===== config.mk =====
export PLATFORM = sky130hd
export DESIGN_NAME = port_pin_input_cells
export DESIGN_NICKNAME = d
export VERILOG_FILES = /design/src/verilog/port_cells_pkg.sv /design/src/verilog/port_pin_input_cells.sv
export SDC_FILE = /design/constraint.sdc
export NUM_CORES = 1
export LEC_CHECK = 0
export ABC_AREA = 1
export BUFFER_PORTS_ARGS = -buffer_cell sky130_fd_sc_hd__buf_2
export CORE_MARGIN = 1.5
export CORE_UTILIZATION = 35
export DETAILED_ROUTE_END_ITERATION = 10
export PLACE_DENSITY = 0.7
export SKIP_CTS_REPAIR_TIMING = 1
export SYNTH_ARGS = -nofsm -noshare
export SYNTH_HDL_FRONTEND = slang
export SYNTH_SLANG_ARGS = --single-unit

===== constraint.sdc =====
create_clock -name clock_in -period 2.1 [get_ports clock_in]
set_input_delay 0.42 -clock clock_in [delete_from_list [all_inputs] [get_ports clock_in]]
set_output_delay 0.42 -clock clock_in [all_outputs]
set_load 0.005 [all_outputs]

===== src/verilog/port_cells_pkg.sv =====
/*
 * Shared constants and carrier types for the port pin input cells and
 * per-pin port logic.
 * Assumes a single processor register page with 8-bit data and byte offsets.
 */
package port_cells_pkg;

    // ************************************************************
    // register offsets
    // ************************************************************
    localparam logic [7:0] OFF_CELLS_A     = 8'h0a;
    localparam logic [7:0] OFF_CELLS_B     = 8'h0b;
    localparam logic [7:0] OFF_CELLS_C     = 8'h18;
    localparam logic [7:0] OFF_DATA_IN_A   = 8'h00;
    localparam logic [7:0] OFF_DATA_IN_B   = 8'h01;
    localparam logic [7:0] OFF_DATA_IN_C   = 8'h10;
    localparam logic [7:0] OFF_DATA_IN_D   = 8'h11;
    localparam logic [7:0] OFF_DATA_OUT_A  = 8'h04;
    localparam logic [7:0] OFF_DATA_OUT_B  = 8'h05;
    localparam logic [7:0] OFF_DATA_OUT_C  = 8'h12;
    localparam logic [7:0] OFF_DATA_OUT_D  = 8'h13;
    localparam logic [7:0] OFF_CONTROL_A   = 8'h02;
    localparam logic [7:0] OFF_CONTROL_B   = 8'h03;
    localparam logic [7:0] OFF_DIR_A       = 8'h06;
    localparam logic [7:0] OFF_DIR_B       = 8'h07;
    localparam logic [7:0] OFF_DIR_C       = 8'h14;
    localparam logic [7:0] OFF_DIR_D       = 8'h15;
    localparam logic [7:0] OFF_DRIVE_A     = 8'h08;
    localparam logic [7:0] OFF_DRIVE_B     = 8'h09;
    localparam logic [7:0] OFF_DRIVE_C     = 8'h16;
    localparam logic [7:0] OFF_DRIVE_D     = 8'h17;
    localparam logic [7:0] OFF_ENABLE_A    = 8'h0c;
    localparam logic [7:0] OFF_ENABLE_B    = 8'h0d;
    localparam logic [7:0] OFF_ENABLE_C    = 8'h1a;
    localparam logic [7:0] OFF_ENABLE_D    = 8'h1b;
    localparam logic [7:0] OFF_PERIPH_MODE = 8'h19;

    // ************************************************************
    // field positions and reset values
    // ************************************************************
    localparam int         PERIPH_EN_BIT   = 7;
    localparam logic [7:0] PORT_C_CELL_MSK = 8'h9c;  // bits 7,4,3,2
    localparam logic [7:0] PORT_D_MSK      = 8'h06;  // bits 2,1
    localparam logic [7:0] RESET_BYTE      = 8'h00;

    // ************************************************************
    // carrier types
    // ************************************************************
    typedef enum logic [2:0] {
        CELL_PASS  = 3'b001,
        CELL_LATCH = 3'b010,
        CELL_REG   = 3'b100
    } cell_mode_type;

    typedef struct packed {
        logic       write;
        logic       read;
        logic [7:0] addr;
        logic [7:0] wdata;
    } cpu_req_type;

    typedef struct packed {
        logic [7:0] a;
        logic [7:0] b;
        logic [7:0] c;
        logic [7:0] d;
    } port_byte_type;

endpackage


===== src/verilog/port_pin_input_cells.sv =====
/*
 * Input cells for ports A, B and C plus per-pin port output logic.
 * Assumes the logic array supplies cell strobe terms, output-enable terms
 * and output-cell data; the processor accesses the page with one-cycle
 * strobes on clock_in. Pins arrive asynchronously and are synchronised.
 */
`timescale 1ns/1ps

// Summary of operation
// RULE1: twenty input cells: all of ports A and B, four usable port C pins
// RULE2: each cell independently latches, registers or passes its pin
// RULE3: one strobe term per group of four cells, bits 0-3 and 4-7; port C terms take two cells each (C2-3, C4 and C7)
// RULE4: register mode samples on term rising edge; latch mode follows while high
// RULE5: latched-address cells use the address latch strobe as their gate
// RULE6: processor reads cell outputs at offsets 0ah, 0bh and 18h
// RULE7: each read bit shows the cell's present output level
// RULE8: port C cell bits 7,4,3,2 valid; test-access bits read zero
// RULE9: four ports: eight, eight, four, and two or one bits wide
// RULE10: output mux picks data-out, address, peripheral or output cell source
// RULE11: readback returns exactly one register source per processor read
// RULE12: output enable is product-term enable OR direction bit; ports A-C also OR in pin_from_cell_in; port A in peripheral mode takes periph_dir_in instead
// RULE13: with no other source, direction bit alone sets output enable
// RULE14: every pin feeds both port logic and its input cell; port D pins feed port logic only, with no cell
// RULE15: software must enable latched-address and peripheral modes at run time
// RULE16: processor I/O mode runs purely from run-time register writes
// RULE17: direction bit one drives pin out, zero leaves it input
// RULE18: pass-through cell shows pin level without an added stage
module port_pin_input_cells
    import port_cells_pkg::*;
#(
    parameter int PORT_D_WIDTH = 2
) (
    // clock and reset
    input  wire logic          clock_in,
    input  wire logic          resetn_in,
    // processor register page
    input  wire cpu_req_type   cpu_req_in,
    output logic [7:0]         cpu_rdata_out,
    // programmed configuration
    input  wire cell_mode_type [19:0] cell_mode_in,
    input  wire logic [19:0]   cell_addr_latch_in,
    input  wire port_byte_type pin_from_cell_in,
    input  wire port_byte_type pt_oe_in,
    // logic array terms and sources
    input  wire logic [5:0]    cell_strobe_term_in,
    input  wire logic          addr_latch_strobe_in,
    input  wire logic [15:0]   latched_addr_in,
    input  wire logic [7:0]    periph_data_in,
    input  wire logic          periph_dir_in,
    input  wire port_byte_type output_cell_in,
    // pins
    input  wire port_byte_type pin_in,
    output port_byte_type      pin_out,
    output port_byte_type      pin_oe_out,
    // logic array input bus
    output logic [19:0]        cell_bus_out
);

    // ************************************************************
    // synchronisers and cell state
    // ************************************************************
    port_byte_type pin_meta_reg, pin_sync_reg;
    logic [5:0]    strobe_meta_reg, strobe_sync_reg, strobe_prev_reg;
    logic          ale_meta_reg, ale_sync_reg;
    logic [19:0]   cell_hold_reg;
    logic [19:0]   cell_pin;
    logic [19:0]   cell_value;
    logic [19:0]   cell_next;

    // two stages for the pins, the cell strobe terms and the address latch strobe
    always_ff @(posedge clock_in or negedge resetn_in) begin
        if (!resetn_in) begin
            pin_meta_reg    <= '0;
            pin_sync_reg    <= '0;
            strobe_meta_reg <= '0;
            strobe_sync_reg <= '0;
            strobe_prev_reg <= '0;
            ale_meta_reg    <= 1'b0;
            ale_sync_reg    <= 1'b0;
        end else begin
            pin_meta_reg    <= pin_in;
            pin_sync_reg    <= pin_meta_reg;
            strobe_meta_reg <= cell_strobe_term_in;
            strobe_sync_reg <= strobe_meta_reg;
            strobe_prev_reg <= strobe_sync_reg;
            ale_meta_reg    <= addr_latch_strobe_in;
            ale_sync_reg    <= ale_meta_reg;
        end
    end

    // the same synchronised pin feeds port logic and the cells [RULE14]
    assign cell_pin = {pin_sync_reg.c[7], pin_sync_reg.c[4:2],
                       pin_sync_reg.b, pin_sync_reg.a};  // [RULE1]

    // strobe group index: A0-3,A4-7,B0-3,B4-7,C2-3,C4 and C7 [RULE3]
    // port C follows the same split by bit number, so C4 rides the upper term
    function automatic int group_of(input int idx);
        if (idx < 16) begin
            group_of = idx / 4;
        end else begin
            group_of = (idx >= 18) ? 5 : 4;
        end
    endfunction

    // per-cell next value; cell output is combinational in pass mode
    always_comb begin
        cell_next  = cell_hold_reg;
        cell_value = cell_hold_reg;
        for (int i = 0; i < 20; i++) begin
            if (cell_addr_latch_in[i]) begin
                if (ale_sync_reg) begin  // [RULE5]
                    cell_next[i] = cell_pin[i];
                end
                cell_value[i] = ale_sync_reg ? cell_pin[i] : cell_hold_reg[i];
            end else begin
                case (cell_mode_in[i])  // [RULE2]
                    CELL_PASS: begin
                        cell_next[i]  = cell_pin[i];
                        cell_value[i] = cell_pin[i];  // [RULE18]
                    end
                    CELL_LATCH: begin
                        if (strobe_sync_reg[group_of(i)]) begin  // [RULE4]
                            cell_next[i] = cell_pin[i];
                        end
                        cell_value[i] = strobe_sync_reg[group_of(i)] ?
                                        cell_pin[i] : cell_hold_reg[i];
                    end
                    CELL_REG: begin
                        if (strobe_sync_reg[group_of(i)] &&
                            !strobe_prev_reg[group_of(i)]) begin  // [RULE4]
                            cell_next[i] = cell_pin[i];
                        end
                    end
                    default: begin
                        cell_value[i] = cell_pin[i];
                    end
                endcase
            end
        end
    end

    // hold state for latch and register cells
    always_ff @(posedge clock_in or negedge resetn_in) begin
        if (!resetn_in) begin
            cell_hold_reg <= '0;
        end else begin
            cell_hold_reg <= cell_next;
        end
    end

    // ************************************************************
    // port registers
    // ************************************************************
    port_byte_type data_out_reg, dir_reg, drive_reg;
    logic [7:0]    control_a_reg, control_b_reg;
    logic          periph_en_reg;
    logic [7:0]    width_d;

    assign width_d = (PORT_D_WIDTH == 1) ? 8'h02 : PORT_D_MSK;  // [RULE9]

    // processor writes are the only thing steering processor I/O [RULE16]
    always_ff @(posedge clock_in or negedge resetn_in) begin
        if (!resetn_in) begin
            data_out_reg  <= '0;
            dir_reg       <= '0;
            drive_reg     <= '0;
            control_a_reg <= RESET_BYTE;
            control_b_reg <= RESET_BYTE;
            periph_en_reg <= 1'b0;
        end else if (cpu_req_in.write) begin
            case (cpu_req_in.addr)
                OFF_DATA_OUT_A:  data_out_reg.a <= cpu_req_in.wdata;
                OFF_DATA_OUT_B:  data_out_reg.b <= cpu_req_in.wdata;
                OFF_DATA_OUT_C:  data_out_reg.c <= cpu_req_in.wdata & PORT_C_CELL_MSK;
                OFF_DATA_OUT_D:  data_out_reg.d <= cpu_req_in.wdata & width_d;
                OFF_DIR_A:       dir_reg.a <= cpu_req_in.wdata;
                OFF_DIR_B:       dir_reg.b <= cpu_req_in.wdata;
                OFF_DIR_C:       dir_reg.c <= cpu_req_in.wdata & PORT_C_CELL_MSK;
                OFF_DIR_D:       dir_reg.d <= cpu_req_in.wdata & width_d;
                OFF_DRIVE_A:     drive_reg.a <= cpu_req_in.wdata;
                OFF_DRIVE_B:     drive_reg.b <= cpu_req_in.wdata;
                OFF_DRIVE_C:     drive_reg.c <= cpu_req_in.wdata & PORT_C_CELL_MSK;
                OFF_DRIVE_D:     drive_reg.d <= cpu_req_in.wdata & width_d;
                OFF_CONTROL_A:   control_a_reg <= cpu_req_in.wdata;
                OFF_CONTROL_B:   control_b_reg <= cpu_req_in.wdata;
                OFF_PERIPH_MODE: periph_en_reg <= cpu_req_in.wdata[PERIPH_EN_BIT];
                default:         periph_en_reg <= periph_en_reg;
            endcase
        end
    end

    // ************************************************************
    // output mux and enables
    // ************************************************************
    port_byte_type mux_value, oe_value;
    logic          periph_on;

    // peripheral mode is set by the run-time enable alone, with no separate selection [RULE15]
    assign periph_on = periph_en_reg;

    // priority: peripheral, address, output cell, data-out [RULE10]
    assign mux_value.a = periph_on ? periph_data_in :
                         (control_a_reg & latched_addr_in[7:0]) |
                         (~control_a_reg & pin_from_cell_in.a & output_cell_in.a) |
                         (~control_a_reg & ~pin_from_cell_in.a & data_out_reg.a);
    assign mux_value.b = (control_b_reg & latched_addr_in[15:8]) |
                         (~control_b_reg & pin_from_cell_in.b & output_cell_in.b) |
                         (~control_b_reg & ~pin_from_cell_in.b & data_out_reg.b);
    assign mux_value.c = ((pin_from_cell_in.c & output_cell_in.c) |
                          (~pin_from_cell_in.c & data_out_reg.c)) & PORT_C_CELL_MSK;
    assign mux_value.d = data_out_reg.d & width_d;

    // enable is term OR direction OR output-cell select (D: term OR direction; periph_on A: periph_dir_in); direction alone if others low [RULE12] [RULE13]
    assign oe_value.a = periph_on ? {8{periph_dir_in}} :
                        (pt_oe_in.a | dir_reg.a | pin_from_cell_in.a);  // [RULE17]
    assign oe_value.b = pt_oe_in.b | dir_reg.b | pin_from_cell_in.b;
    assign oe_value.c = (pt_oe_in.c | dir_reg.c | pin_from_cell_in.c) & PORT_C_CELL_MSK;
    assign oe_value.d = (pt_oe_in.d | dir_reg.d) & width_d;

    // registered pin drive
    always_ff @(posedge clock_in or negedge resetn_in) begin
        if (!resetn_in) begin
            pin_out    <= '0;
            pin_oe_out <= '0;
        end else begin
            pin_out    <= mux_value;
            pin_oe_out <= oe_value;
        end
    end

    // ************************************************************
    // readback buffer: one source per read
    // ************************************************************
    logic [7:0] rd_value;

    // unmapped offsets read zero [RULE11] [RULE6] [RULE7]
    assign rd_value =
        (cpu_req_in.addr == OFF_CELLS_A)    ? cell_value[7:0] :
        (cpu_req_in.addr == OFF_CELLS_B)    ? cell_value[15:8] :
        (cpu_req_in.addr == OFF_CELLS_C)    ? {cell_value[19], 2'b00,
                                               cell_value[18:16], 2'b00} :  // [RULE8]
        (cpu_req_in.addr == OFF_DATA_IN_A)  ? pin_sync_reg.a :
        (cpu_req_in.addr == OFF_DATA_IN_B)  ? pin_sync_reg.b :
        (cpu_req_in.addr == OFF_DATA_IN_C)  ? pin_sync_reg.c & PORT_C_CELL_MSK :
        (cpu_req_in.addr == OFF_DATA_IN_D)  ? pin_sync_reg.d & width_d :
        (cpu_req_in.addr == OFF_DATA_OUT_A) ? data_out_reg.a :
        (cpu_req_in.addr == OFF_DATA_OUT_B) ? data_out_reg.b :
        (cpu_req_in.addr == OFF_DATA_OUT_C) ? data_out_reg.c :
        (cpu_req_in.addr == OFF_DATA_OUT_D) ? data_out_reg.d :
        (cpu_req_in.addr == OFF_DIR_A)      ? dir_reg.a :
        (cpu_req_in.addr == OFF_DIR_B)      ? dir_reg.b :
        (cpu_req_in.addr == OFF_DIR_C)      ? dir_reg.c :
        (cpu_req_in.addr == OFF_DIR_D)      ? dir_reg.d :
        (cpu_req_in.addr == OFF_DRIVE_A)    ? drive_reg.a :
        (cpu_req_in.addr == OFF_DRIVE_B)    ? drive_reg.b :
        (cpu_req_in.addr == OFF_DRIVE_C)    ? drive_reg.c :
        (cpu_req_in.addr == OFF_DRIVE_D)    ? drive_reg.d :
        (cpu_req_in.addr == OFF_CONTROL_A)  ? control_a_reg :
        (cpu_req_in.addr == OFF_CONTROL_B)  ? control_b_reg :
        (cpu_req_in.addr == OFF_ENABLE_A)   ? pin_oe_out.a :
        (cpu_req_in.addr == OFF_ENABLE_B)   ? pin_oe_out.b :
        (cpu_req_in.addr == OFF_ENABLE_C)   ? pin_oe_out.c :
        (cpu_req_in.addr == OFF_ENABLE_D)   ? pin_oe_out.d :
        (cpu_req_in.addr == OFF_PERIPH_MODE) ? {periph_en_reg, 7'h00} : 8'h00;

    // read data and cell bus registered so outputs come from flops
    always_ff @(posedge clock_in or negedge resetn_in) begin
        if (!resetn_in) begin
            cpu_rdata_out <= 8'h00;
            cell_bus_out  <= '0;
        end else begin
            cpu_rdata_out <= cpu_req_in.read ? rd_value : 8'h00;
            cell_bus_out  <= cell_value;
        end
    end

    // ************************************************************
    // checks
    // ************************************************************
    AST_CELL_C_GAPS: assert property (@(posedge clock_in) disable iff (!resetn_in)  // [RULE8]
        (cpu_req_in.read && cpu_req_in.addr == OFF_CELLS_C) |=> (cpu_rdata_out & 8'h63) == 8'h00)
        else $error("port C cell gap bits not zero");
    AST_PASS_FOLLOWS: assert property (@(posedge clock_in) disable iff (!resetn_in)  // [RULE18]
        (cell_mode_in[0] == CELL_PASS && !cell_addr_latch_in[0]) |=>
        cell_bus_out[0] == $past(cell_pin[0]))
        else $error("pass cell not following pin");
    AST_REG_HOLD: assert property (@(posedge clock_in) disable iff (!resetn_in)  // [RULE4]
        (cell_mode_in[0] == CELL_REG && !cell_addr_latch_in[0] &&
         !(strobe_sync_reg[0] && !strobe_prev_reg[0])) |=> $stable(cell_hold_reg[0]))
        else $error("register cell changed without edge");
    AST_LATCH_HOLD: assert property (@(posedge clock_in) disable iff (!resetn_in)  // [RULE4]
        (cell_mode_in[12] == CELL_LATCH && !cell_addr_latch_in[12] && !strobe_sync_reg[3])
        |=> $stable(cell_hold_reg[12]))
        else $error("latch cell changed while gate low");
    AST_ALE_CAPTURE: assert property (@(posedge clock_in) disable iff (!resetn_in)  // [RULE5]
        (cell_addr_latch_in[16] && ale_sync_reg) |=> cell_hold_reg[16] == $past(cell_pin[16]))
        else $error("address latch cell missed capture");
    AST_OE_DIR: assert property (@(posedge clock_in) disable iff (!resetn_in)  // [RULE12]
        (!periph_en_reg && dir_reg.a[0]) |=> pin_oe_out.a[0])
        else $error("direction bit did not enable output");
    AST_OE_OFF: assert property (@(posedge clock_in) disable iff (!resetn_in)  // [RULE13]
        (!dir_reg.b[3] && !pt_oe_in.b[3] && !pin_from_cell_in.b[3]) |=> !pin_oe_out.b[3])
        else $error("output enabled with no source");
    AST_DOUT_READ: assert property (@(posedge clock_in) disable iff (!resetn_in)  // [RULE11]
        (cpu_req_in.read && cpu_req_in.addr == OFF_DATA_OUT_A) |=>
        cpu_rdata_out == $past(data_out_reg.a))
        else $error("data-out readback wrong");
    AST_MCU_DRIVE: assert property (@(posedge clock_in) disable iff (!resetn_in)  // [RULE10]
        (!periph_en_reg && !control_a_reg[2] && !pin_from_cell_in.a[2]) |=>
        pin_out.a[2] == $past(data_out_reg.a[2]))
        else $error("data-out not driven on pin");

    COV_REG_EDGE: cover property (@(posedge clock_in) strobe_sync_reg[0] && !strobe_prev_reg[0]);
    COV_ALE: cover property (@(posedge clock_in) ale_sync_reg && cell_addr_latch_in[16]);
    COV_PERIPH: cover property (@(posedge clock_in) periph_en_reg);
    COV_CELL_READ: cover property (@(posedge clock_in) cpu_req_in.read &&
                                   cpu_req_in.addr == OFF_CELLS_A);

endmodule // port_pin_input_cells

==> results.md <==
* CP max FO at 7
* WL/cell at 17.0 µm
* Final Net Count at 2,053
* Dpl ws at -293 ps
* Area leader, netlist: dfrtp_1
* DR pass1 iterations at 7
* Crit path buf inv count at 3
* HP Start: pt_oe_in[22]
* Worst r2r path cells at 12
* Peak VDD IR at 0.467 mV
* Final setup violation count at 0
* Crit-path slowest cell: inv_1
* Synth top area cells: dfrtp_1 52%, nand2_1 9.0%, o21ai_0 7.6%
* Clk sinks at 239
* Drc violations at 0
* Met2 wire len at 18,000 µm
* Vias at 11,300
* Number of synthesized flops with an enable pin at 0
* CP required at 2570 ps
* Port buffer count at 287
* CTS clk-pin slew, worst paths at 60 ps
* Largest stage delay, worst path at 350 ps
* Cells after synthesis at 1,383
* Gr ovfl total at 0
* Multi-input gate area at 4600 µm²
* Core area at 32,500 µm²
* Vias in the first global route at 10,900
* Synth top area share at 0.521
* Met1 Wirelength at 16,500 µm
* Worst min-delay path endpoint: pin_oe_out[22]$_DFF_PN0_
* Worst skew pair latency at 550 ps
* Number of synthesized register bits at 239
* CP Data Arrival Time at 2370 ps
* Top Metal Used: met5
* Critical path endpoint category: register
* Share of cells above drive strength 1 at 0.262
* Cell family with most CP delay: simple AND/OR/NAND/NOR gates
* Synth-to-layout area growth at 32.8%
* R2R Setup Slk at 300 ps
* Setup TNS at 0 ps
* Final antenna-violating net count at 0
* DIE HEIGHT at 184 µm
* I/O pins at 352
* CTS buffer count at 27
* Status: finished, final reports clean
* Sequential share of the synthesized area at 0.521
* Initial antenna violation count at 8
* Count leader, synth: nand2_1
* Crit path launch type: primary input
* Mean Syn Cell Area at 8.30 µm²
* Slew Limit Fails at 0
* Most frequent cell on the critical path: nand4_1
* Hold/Removal Path Class: primary input to register
* FFs w/ async S/R, synth at 1.00
* Cell variety after synth at 43
* Synthesized area at 11,500 µm²
* First DRT Iteration DRCs at 721
* Top FF cell, synth: dfrtp_1
* FILL cells at 3,135
* Synthesis warning total at 0
* DR WL met3 at 2440 µm
* Die area at 33,900 µm²
* First-pass GRT wire length at 58,500 µm
* Final-report hold violation count at 0
* Fmax at 528 MHz
* Commonest cells in the netlist: 276 x nand2_1, 239 x dfrtp_1, 183 x inv_1, 175 x o21ai_0, 94 x nor2_1
* GRT Util Overall at 0.222
* Clk_skew at 18.2 ps
* GP Congestion at 0.929
* R2r endpoint: cpu_rdata_out[7]$_DFF_PN0_
* P_leak at 7.81 nW
* Clock buffer depth at 3
* Initial core utilization at 0.354
* Crit-path cells: buf_2 > nor2_4 > buf_4 > nand4_1 > inv_1 > nand2_1 > nand4_1 > o21ai_1 > nand3_1 > o21ai_1 > nand4_1 > o21ai_1 > nand3_1 > nand2_1 > nand4_1 > nand2_1 > a21oi_2
* CTS tree: built
* Fin crit share at 0.903
* Largest net degree at the start of global routing at 59
* Routed vias/inst at 5.00
* Power density cells at 729 nW/µm²
* Die width at 184 µm
* Routed Wire Length at 38,300 µm
* Final Critical Period at 1900 ps
* Clock Tree Root: clkbuf_16
* Post-DP HPWL at 29,300 µm
* R2r startpoint: pin_oe_out[15]$_DFF_PN0_
* Htree depth at 1
* RSZ-0062 raised after global routing: no
* # rows at 66
* Crit Path Category: primary input to register
* Register Area at 5980 µm²
* Maxcap violations at 0
* Final WS setup at 204 ps
* Worst hold path depth at 3
-- layout by cell type, fill, tap and decap left out, types with 4 or more instances in the layout --
cell type / n
buf_2: 286
clkbuf_1: 8
o21ai_1: 11
dfrtp_1: 239
clkbuf_16: 27
o22ai_1: 21
or3_1: 7
o31ai_1: 13
nand2_1: 276
mux2_2: 6
inv_2: 6
nand3_1: 39
a31oi_1: 20
nand4_1: 18
nor3_1: 50
o21ai_0: 175
nor2_2: 7
buf_12: 6
mux2i_1: 9
dlygate4sd3_1: 30
o211a_1: 13
nor2_4: 7
diode_2: 7
nor2_1: 94
a211oi_1: 18
nand2_2: 4
conb_1: 20
inv_1: 183
clkbuf_8: 7
or2_2: 19
buf_4: 87
o21a_1: 4
a21oi_1: 73
-- how the worst max path moves through the flow --
stage,cells past startpoint,end,from
6_report,17,cpu_rdata_out[3]$_DFF_PN0_,cpu_req_in[15]
5_1_grt,18,cpu_rdata_out[2]$_DFF_PN0_,cpu_req_in[13]
4_1_cts,17,cpu_rdata_out[7]$_DFF_PN0_,cpu_req_in[15]
3_5_place_dp,17,cpu_rdata_out[7]$_DFF_PN0_,cpu_req_in[15]
3_3_place_gp,17,cpu_rdata_out[4]$_DFF_PN0_,cpu_req_in[15]
2_1_floorplan,14,cpu_rdata_out[4]$_DFF_PN0_,cpu_req_in[11]
-- cell families after synthesis --
logic type	after synthesis	synth area share
other	1	0.000327
buffers and inverters	239	0.0849
and+or+nand+nor	528	0.201
DFF	239	0.521
AOI/OAI and AO/OA	361	0.179
muxes	15	0.0137
-- report_power, final --
group	switching [mW]	leakage (nW)	internal [mW]
logic	0.759	4.40	0.581
registers	0.235	2.98	4.91
clock network	1.90	0.423	2.73
-- per-stage QoR --
| step | total power [mW] | util | cell area (µm²) | instances | hold WS, ps |
|---|---|---|---|---|---|
| 4_1_cts | 11.2 | 0.460 | 14900 | 2223 | -186 |
| 3_5_place_dp | 6.51 | 0.434 | 14100 | 2176 | 335 |
| 2_1_floorplan | 5.76 | - | 11600 | 1402 | 124 |
| 3_3_place_gp | 6.46 | 0.434 | 14100 | 2176 | 333 |
| 5_1_grt | 11.6 | 0.470 | 15200 | 2259 | 50.8 |
| 6_report | 11.1 | 0.470 | 15300 | 2260 | 51.3 |
-- cell type report --
type	count	share of cell area
inverters	191	0.0472
flip-flops and latches	239	0.392
repair buffers	410	0.165
multi-input cells	924	0.302
clock buffers	42	0.0526
diodes	7	0.00115
clock inverters	5	0.00377
well taps	442	0.0363
-- worst min-delay path: cells and delay by family --
kind / cells / cell delay [ps]
buf+inv: 1 / 80
simple gates: 2 / 70
-- routing by layer --
layer  track usage  vias to the layer above
li1              -                     5398
met1         0.301                     5379
met2         0.360                      436
met3        0.0283                       88
met4        0.0889                        2
met5             0                        -
Power figures use the tool's default switching activity.
